## config.mk

```make
export PLATFORM = sky130hd
export DESIGN_NAME = fmc_top
export DESIGN_NICKNAME = d
export VERILOG_FILES = /design/src/logic/fmc_dummy_placeholder_removed.v /design/src/logic/fmc_half.v /design/src/logic/fmc_top.v
export VERILOG_INCLUDE_DIRS = /design/src /design/src/logic
export SDC_FILE = /design/constraint.sdc
export NUM_CORES = 1
export LEC_CHECK = 0
export BUFFER_PORTS_ARGS = -buffer_cell sky130_fd_sc_hd__buf_2
export CORE_UTILIZATION = 30
export DETAILED_ROUTE_END_ITERATION = 16
export PLACE_DENSITY_LB_ADDON = 0.12
export SYNTH_ARGS = -nofsm -noshare
export SYNTH_HDL_FRONTEND = slang
export SYNTH_SLANG_ARGS = --single-unit
```

## constraint.sdc

```tcl
create_clock -name i_clk -period 1.23 [get_ports i_clk]
set_input_delay 0.3075 -clock i_clk [delete_from_list [all_inputs] [get_ports i_clk]]
set_output_delay 0.3075 -clock i_clk [all_outputs]
set_load 0.02 [all_outputs]
```

## src/logic/fmc_consts.vh

```
// constants for the flash mode control register block
`ifndef FMC_CONSTS_VH
`define FMC_CONSTS_VH

// register bus address width in bits
`define FMC_ADDR_W 4
// byte offsets of the two control registers
`define FMC_OFS_LOWER 4'h0
`define FMC_OFS_UPPER 4'h4

// bit positions in flash_control_lower
`define FMC_BIT_HW_PERMIT 7
`define FMC_BIT_SW_PERMIT 6
// bit position of flash_fault_flag in flash_control_upper
`define FMC_BIT_FAULT 7
// reserved bit of flash_control_upper
`define FMC_BIT_RSVD 6

// mode field positions, shared by both halves
`define FMC_BIT_ERASE_SETUP 5
`define FMC_BIT_PROG_SETUP 4
`define FMC_BIT_ERASE_VERIFY 3
`define FMC_BIT_PROG_VERIFY 2
`define FMC_BIT_ERASE_GO 1
`define FMC_BIT_PROG_GO 0
// width of a mode field
`define FMC_MODE_W 6

// reset value of a mode field
`define FMC_MODE_RST 6'h00
// read values while the on-chip flash is disabled
`define FMC_LOWER_DISABLED 8'h80
`define FMC_UPPER_DISABLED 8'h00

// axi4-lite response codes
`define FMC_RESP_OKAY 2'b00
`define FMC_RESP_SLVERR 2'b10

`endif

```

## src/logic/fmc_dummy_placeholder_removed.v

```verilog
// holds no logic: the block is fmc_top with its fmc_half mode fields

```

## src/logic/fmc_half.v

```verilog
// mode bit field for one half of the flash array
`timescale 1ns/1ps

`include "fmc_consts.vh"

module fmc_half (
   input wire i_clk,
   input wire i_rst_n,
   input wire i_clear,
   input wire i_wr_en,
   input wire [5:0] i_wr_data,
   input wire i_permit,
   input wire i_fault,
   output reg [5:0] o_bits
);

   // next value of the mode field
   reg [5:0] next_bits;

   // gated write of the mode field, clears take priority
   always @* begin
      next_bits = o_bits;
      // setup and verify bits need both permits
      if (i_wr_en && i_permit) begin
         next_bits[`FMC_BIT_ERASE_SETUP] = i_wr_data[`FMC_BIT_ERASE_SETUP];
         next_bits[`FMC_BIT_PROG_SETUP] = i_wr_data[`FMC_BIT_PROG_SETUP];
         next_bits[`FMC_BIT_ERASE_VERIFY] = i_wr_data[`FMC_BIT_ERASE_VERIFY];
         next_bits[`FMC_BIT_PROG_VERIFY] = i_wr_data[`FMC_BIT_PROG_VERIFY];
         // erase go only after erase setup already stands
         if (o_bits[`FMC_BIT_ERASE_SETUP] && !i_fault) begin
            next_bits[`FMC_BIT_ERASE_GO] = i_wr_data[`FMC_BIT_ERASE_GO];
         end
         // program go only after program setup already stands
         if (o_bits[`FMC_BIT_PROG_SETUP] && !i_fault) begin
            next_bits[`FMC_BIT_PROG_GO] = i_wr_data[`FMC_BIT_PROG_GO];
         end
      end
      // a fault stops any erase or program in progress
      if (i_fault) begin
         next_bits[`FMC_BIT_ERASE_GO] = 1'b0;
         next_bits[`FMC_BIT_PROG_GO] = 1'b0;
      end
      // standby, or for the upper half lost permission, empties the field
      if (i_clear) begin
         next_bits = `FMC_MODE_RST;
      end
   end

   // mode field storage
   always @(posedge i_clk or negedge i_rst_n) begin
      if (!i_rst_n) begin
         o_bits <= `FMC_MODE_RST;
      end else begin
         o_bits <= next_bits;
      end
   end

endmodule

```

## src/logic/fmc_top.v

```verilog
// flash mode control registers with an axi4-lite slave
//
// Overview of operation
// - lower verify: permit, then verify bit
// - lower program: permit, setup, then go
// - lower erase: permit, setup, then go
// - lower register reset; permit bit follows pin
// - flash disabled: lower reads 0x80, no writes
// - lower setup/verify writes need both permits
// - lower erase go needs erase setup
// - lower program go needs program setup
// - bit 7 reads inverse of protect pin
// - upper verify: permit, then verify bit
// - upper program: permit, setup, then go
// - upper erase: permit, setup, then go
// - upper clears on standby or lost permit
// - flash disabled: upper reads 0x00, no writes
// - upper setup/verify writes need both permits
// - upper erase go needs erase setup
// - upper program go needs program setup
// - fault flag sets and blocks program/erase
// - upper bit 6 always reads zero
`timescale 1ns/1ps

`include "fmc_consts.vh"

module fmc_top (
   input wire i_clk,
   input wire i_rst_n,
   // axi4-lite write address channel
   input wire [3:0] i_s_axi_awaddr,
   input wire i_s_axi_awvalid,
   output reg o_s_axi_awready,
   // axi4-lite write data channel
   input wire [31:0] i_s_axi_wdata,
   input wire [3:0] i_s_axi_wstrb,
   input wire i_s_axi_wvalid,
   output reg o_s_axi_wready,
   // axi4-lite write response channel
   output reg [1:0] o_s_axi_bresp,
   output reg o_s_axi_bvalid,
   input wire i_s_axi_bready,
   // axi4-lite read address channel
   input wire [3:0] i_s_axi_araddr,
   input wire i_s_axi_arvalid,
   output reg o_s_axi_arready,
   // axi4-lite read data channel
   output reg [31:0] o_s_axi_rdata,
   output reg [1:0] o_s_axi_rresp,
   output reg o_s_axi_rvalid,
   input wire i_s_axi_rready,
   // protect pin, high means hardware protect
   input wire i_protect_pin,
   // standby entry, clears the mode bits
   input wire i_standby,
   // high while the on-chip flash is enabled
   input wire i_flash_enabled,
   // fault report from the protection logic
   input wire i_fault_detect,
   // hardware permit, inverse of the pin
   output reg o_hardware_permit_status,
   // software write permit bit
   output reg o_software_write_permit,
   // sticky fault flag
   output reg o_flash_fault_flag,
   // lower half mode field, bits 5..0
   output wire [5:0] o_mode_lower,
   // upper half mode field, bits 5..0
   output wire [5:0] o_mode_upper
);

   // decode a byte address into {upper hit, lower hit}
   function [1:0] fmc_decode;
      input [3:0] addr;
      begin
         fmc_decode[0] = (addr[3:2] == `FMC_OFS_LOWER >> 2);
         fmc_decode[1] = (addr[3:2] == `FMC_OFS_UPPER >> 2);
      end
   endfunction

   // ------------------------------------------------------------
   // write side of the bus slave
   // ------------------------------------------------------------

   // write address has been taken and is held
   reg aw_full;
   // held write address
   reg [3:0] aw_addr;
   // write data has been taken and is held
   reg w_full;
   // held low data byte
   reg [7:0] w_byte;
   // low byte lane was enabled in the held data
   reg w_lane0;
   // both halves held, the write lands at this edge
   wire wr_commit;
   // decoded target of the held write address
   wire [1:0] wr_hit;

   assign wr_commit = aw_full && w_full && !o_s_axi_bvalid;
   assign wr_hit = fmc_decode(aw_addr);

   // address and data taken in either order, answered once both held
   always @(posedge i_clk or negedge i_rst_n) begin
      if (!i_rst_n) begin
         aw_full <= 1'b0;
         aw_addr <= 4'h0;
         w_full <= 1'b0;
         w_byte <= 8'h00;
         w_lane0 <= 1'b0;
         o_s_axi_awready <= 1'b1;
         o_s_axi_wready <= 1'b1;
         o_s_axi_bvalid <= 1'b0;
         o_s_axi_bresp <= `FMC_RESP_OKAY;
      end else begin
         // take the write address
         if (i_s_axi_awvalid && o_s_axi_awready) begin
            aw_full <= 1'b1;
            aw_addr <= i_s_axi_awaddr;
            o_s_axi_awready <= 1'b0;
         end
         // take the write data, only the low lane matters
         if (i_s_axi_wvalid && o_s_axi_wready) begin
            w_full <= 1'b1;
            w_byte <= i_s_axi_wdata[7:0];
            w_lane0 <= i_s_axi_wstrb[0];
            o_s_axi_wready <= 1'b0;
         end
         // both held: register write happens now, raise the answer
         if (wr_commit) begin
            aw_full <= 1'b0;
            w_full <= 1'b0;
            o_s_axi_bvalid <= 1'b1;
            // unmapped addresses answer with slave error
            if (wr_hit != 2'b00) begin
               o_s_axi_bresp <= `FMC_RESP_OKAY;
            end else begin
               o_s_axi_bresp <= `FMC_RESP_SLVERR;
            end
         end
         // answer taken, reopen both channels
         if (o_s_axi_bvalid && i_s_axi_bready) begin
            o_s_axi_bvalid <= 1'b0;
            o_s_axi_awready <= 1'b1;
            o_s_axi_wready <= 1'b1;
         end
      end
   end

   // ------------------------------------------------------------
   // register write strobes
   // ------------------------------------------------------------

   // a disabled flash ignores every register write
   wire wr_ok;
   // write aimed at the lower register
   wire wr_lower;
   // write aimed at the upper register
   wire wr_upper;
   // both permits stand
   wire both_permit;

   assign wr_ok = wr_commit && w_lane0 && i_flash_enabled;
   assign wr_lower = wr_ok && wr_hit[0];
   assign wr_upper = wr_ok && wr_hit[1];
   assign both_permit = o_hardware_permit_status && o_software_write_permit;

   // ------------------------------------------------------------
   // permit bits and fault flag
   // ------------------------------------------------------------

   // hardware permit mirrors the inverted protect pin
   always @(posedge i_clk or negedge i_rst_n) begin
      if (!i_rst_n) begin
         o_hardware_permit_status <= 1'b0;
      end else begin
         // pin low gives 1, pin high gives 0
         o_hardware_permit_status <= ~i_protect_pin;
      end
   end

   // software write permit, settable only under hardware permit
   always @(posedge i_clk or negedge i_rst_n) begin
      if (!i_rst_n) begin
         o_software_write_permit <= 1'b0;
      end else if (i_standby) begin
         // standby entry clears the lower register, save the pin-driven bit 7
         o_software_write_permit <= 1'b0;
      end else if (wr_lower && o_hardware_permit_status) begin
         // old value gates the mode bits, so a joint write sets only this bit
         o_software_write_permit <= w_byte[`FMC_BIT_SW_PERMIT];
      end
   end

   // fault flag: sticky, cleared by the reset pin alone
   always @(posedge i_clk or negedge i_rst_n) begin
      if (!i_rst_n) begin
         o_flash_fault_flag <= 1'b0;
      end else if (i_fault_detect) begin
         // no software clear exists, so an event is never lost
         o_flash_fault_flag <= 1'b1;
      end
   end

   // ------------------------------------------------------------
   // mode fields of both halves
   // ------------------------------------------------------------

   // write strobe per half, index 0 lower, 1 upper
   wire [1:0] half_wr;
   // synchronous clear per half
   wire [1:0] half_clr;
   // both mode fields side by side
   wire [11:0] half_bits;

   assign half_wr = {wr_upper, wr_lower};
   // lower clears on standby only
   assign half_clr[0] = i_standby;
   // upper also clears whenever a permit is missing
   assign half_clr[1] = i_standby || !both_permit;

   // one mode field instance per half of the array
   genvar h;
   generate
      for (h = 0; h < 2; h = h + 1) begin : g_half
         fmc_half u_half (
            .i_clk(i_clk),
            .i_rst_n(i_rst_n),
            .i_clear(half_clr[h]),
            .i_wr_en(half_wr[h]),
            .i_wr_data(w_byte[5:0]),
            .i_permit(both_permit),
            .i_fault(o_flash_fault_flag),
            .o_bits(half_bits[h*6+5:h*6])
         );
      end
   endgenerate

   // mode fields leave the block straight from their flops
   assign o_mode_lower = half_bits[5:0];
   assign o_mode_upper = half_bits[11:6];

   // ------------------------------------------------------------
   // read values and read side of the bus slave
   // ------------------------------------------------------------

   // lower register as software sees it
   reg [7:0] rd_lower;
   // upper register as software sees it
   reg [7:0] rd_upper;
   // decoded target of the read address
   wire [1:0] rd_hit;

   assign rd_hit = fmc_decode(i_s_axi_araddr);

   // compose read values, disabled flash gives fixed values
   always @* begin
      rd_lower = `FMC_LOWER_DISABLED;
      rd_upper = `FMC_UPPER_DISABLED;
      if (i_flash_enabled) begin
         rd_lower = {o_hardware_permit_status, o_software_write_permit, o_mode_lower};
         // bit 6 is reserved and reads zero
         rd_upper = {o_flash_fault_flag, 1'b0, o_mode_upper};
      end
   end

   // one read at a time, data at the same edge that takes the address
   always @(posedge i_clk or negedge i_rst_n) begin
      if (!i_rst_n) begin
         o_s_axi_arready <= 1'b1;
         o_s_axi_rvalid <= 1'b0;
         o_s_axi_rdata <= 32'h0000_0000;
         o_s_axi_rresp <= `FMC_RESP_OKAY;
      end else if (i_s_axi_arvalid && o_s_axi_arready) begin
         o_s_axi_arready <= 1'b0;
         o_s_axi_rvalid <= 1'b1;
         // upper byte lanes always read zero
         if (rd_hit[0]) begin
            o_s_axi_rdata <= {24'h00_0000, rd_lower};
            o_s_axi_rresp <= `FMC_RESP_OKAY;
         end else if (rd_hit[1]) begin
            o_s_axi_rdata <= {24'h00_0000, rd_upper};
            o_s_axi_rresp <= `FMC_RESP_OKAY;
         end else begin
            // unmapped address reads zero with slave error
            o_s_axi_rdata <= 32'h0000_0000;
            o_s_axi_rresp <= `FMC_RESP_SLVERR;
         end
      end else if (o_s_axi_rvalid && i_s_axi_rready) begin
         // answer taken, accept the next address
         o_s_axi_rvalid <= 1'b0;
         o_s_axi_arready <= 1'b1;
      end
   end

endmodule

```

==> run metrics <==
final setup margin -70.0 ps; dpl hpwl 3370 um; Synth cell types 27; CP Launch Type flip-flop; layout cells sized above 1 between 40% and 50%; ANT nets after route 0; mapped cell area slightly above 2000 um2; Syn. warnings 0; maxcap violations 0; max incr delay on CP between 500 and 600 ps; RD Place Congestion approximately 0.67; Synth-to-Final Area Change 29.1%; number of global-route vias before repair 1372; Final Hold Vio Count 0; routed wl met2 ~2100 um; worst min-delay path startpoint i_protect_pin; H-Tree Depth 2; clock buffer depth 2; Seq/Total Area, Yosys between 50% and 60%; synth top area cells dfrtp_1 (47%), buf_4 (9.7%), mux2i_1 (7.7%); Clk Latency, worst-skew pair 290 ps; Buffers & Inverters on Critical Path 1; total track usage 13.4%; CTS root buf clkbuf_8; # fillers about 670; met3 wire len around 230 um; WL met1 2200 um; DR top layer met4; number of nets in the layout around 330; failing checks negative setup slack; outcome finished with violations; Fmax ~0.77 GHz; leakage power 0.00133 uW; DRT Pass-1 Iters 4; worst-path fanout max 4; cell count after synthesis 192; Clock Pin Slew Worst Setup and Hold Paths 80 ps; total global routing overflow 0; Pwr Density around 1600 nW/um2; Initial Utilization between 30% and 40%; required time of the critical path 920 ps; period utilisation layout 106%; Critical Setup Path Class reg -> out; reg2reg start aw_addr[2]; RSZ-0062 raised after global routing true; Setup Skew roughly 3.8 ps; Worst path slowest cell dfstp_2; cell family with most CP delay flip-flops; Rows 29; Max VDD drop 0.689 mV; Ports around 110; worst-case reg-to-reg path depth 3; Core Region 6530 um2; Pins Over Slew Limit 0; Worst Hold Depth 2; reg2reg end g_half[0].u_half.o_bits[2]; Antenna diodes 0; total power 4200 uW; DR WL/cell approximately 13 um; die height 85.3 um; final setup violation count 10; Critical Path Stages 1; largest net degree at the start of global routing 43; Syn Area/Cell 10.8 um2; #FFs+latches synth between 40 and 50; initial antenna violation count 0; WP data arrival approximately 990 ps; cell taking the most area after synthesis dfrtp_1; Min-Delay Path Class in -> reg; hold path endpoint o_hardware_permit_status; reg2reg setup slack -30 ps; chip width between 80 and 90 um; CTS tree done; first-pass GRT wire length 7330 um; Die ar. 7270 um2; CTS Sinks between 40 and 50; DRT iter0 DRCs 29; clock buffer count from CTS 5; IO buf count 52; vias post-DR 1521; crit end category output pin; Yosys top cell area share 46.9%; CP Cell Sequence buf_6; worst hold slack around 140 ps; most frequent cells in the layout buf_2 (46), dfrtp_1 (38), conb_1 (26), nand2_1 (24), buf_4 (20); Place WS -76.7 ps; # DRC 0; drt total wl ~4600 um; CP Launch Point o_s_axi_arready; vias per cell 4.36; commonest non-fill, non-tap cell in the layout buf_2; Final min period 1300 ps
cells in the mapped netlist:
cell type / count
nor2b_1: 1
nand4bb_4: 1
and4bb_2: 1
conb_1: 1
nor3_1: 3
nand3_2: 2
nand2b_1: 11
a21oi_1: 6
buf_4: 27
o21ai_0: 16
and4b_1: 1
a22o_1: 1
dfstp_2: 3
mux2_2: 11
clkbuf_1: 2
nand2_1: 24
dfrtp_1: 39
inv_1: 6
nand3_1: 7
nor2_1: 4
mux2i_1: 16
or2_2: 2
buf_2: 2
nor3_4: 1
nand3b_4: 1
nand4b_1: 2
and3b_1: 1
flip-flops by register name (all words and copies together), names as in the netlist, 2 cells and up:
signal / cells
o_s_axi_rdata: 8
aw_addr: 2
g_half.u_half.o_bits: 12
w_byte: 7
metal layers:
metal | track usage, % | up-vias
li1 | - | 750
met1 | 17.7 | 714
met2 | 21.0 | 50
met3 | 3.21 | 7
met4 | 5.45 | 0
met5 | 0 | -
repair_timing:
action,CTS,global route
endpoints found under the hold margin,39,0
gates cloned,0,0
endpoints found under the setup margin,15,28
resized for setup,15,8
pin swaps,2,0
hold buffers,1,0
setup buffers,7,6
final cells by class:
cell class	instances	area (um2)	area share (%)
Inverter	6	22.5	0.839
Sequential cell	42	1060	39.3
Tap cell	77	96.3	3.59
Timing Repair Buffer	78	532	19.8
Multi-Input combinational cell	138	888	33.1
Clock buffer	8	90.1	3.36
per-stage QoR:
stage	instance area, um2	util (%)	setup TNS, ps	std cells
global placement	2440	37.4	-288	329
finish	2690	41.1	-284	349
global route	2690	41.1	-975	349
floorplan	2170	-	0	217
CTS	2630	40.2	-365	343
detailed placement	2440	37.4	-301	329
how the worst max path moves through the flow:
| stage | end | slack [ps] |
|---|---|---|
| final | o_s_axi_arready | -70 |
| after global routing | o_s_axi_arready | -100 |
| after CTS | o_s_axi_arready | -80 |
| after detailed placement | g_half[0].u_half.o_bits[5] | -80 |
| after global placement | g_half[0].u_half.o_bits[3] | -70 |
| after floorplan | o_s_axi_rdata[7] | 9 |
logic make-up after synthesis:
kind of cell / Yosys count / share of synthesized area [%]
AND/OR/NAND/NOR: 62 / 18.1
flip-flops: 42 / 50.7
buffers and inverters: 37 / 11.7
multiplexers: 27 / 13.7
AO/OA/AOI/OAI: 23 / 5.72
other: 1 / 0.180
power breakdown:
part	internal, uW	switching [uW]	leakage [uW]
Clock	458	475	0.0000455
Sequential	1700	248	0.000537
Combinational	686	635	0.000744
Total	2850	1360	0.00133
No activity file was read; power rests on OpenSTA's default activity.
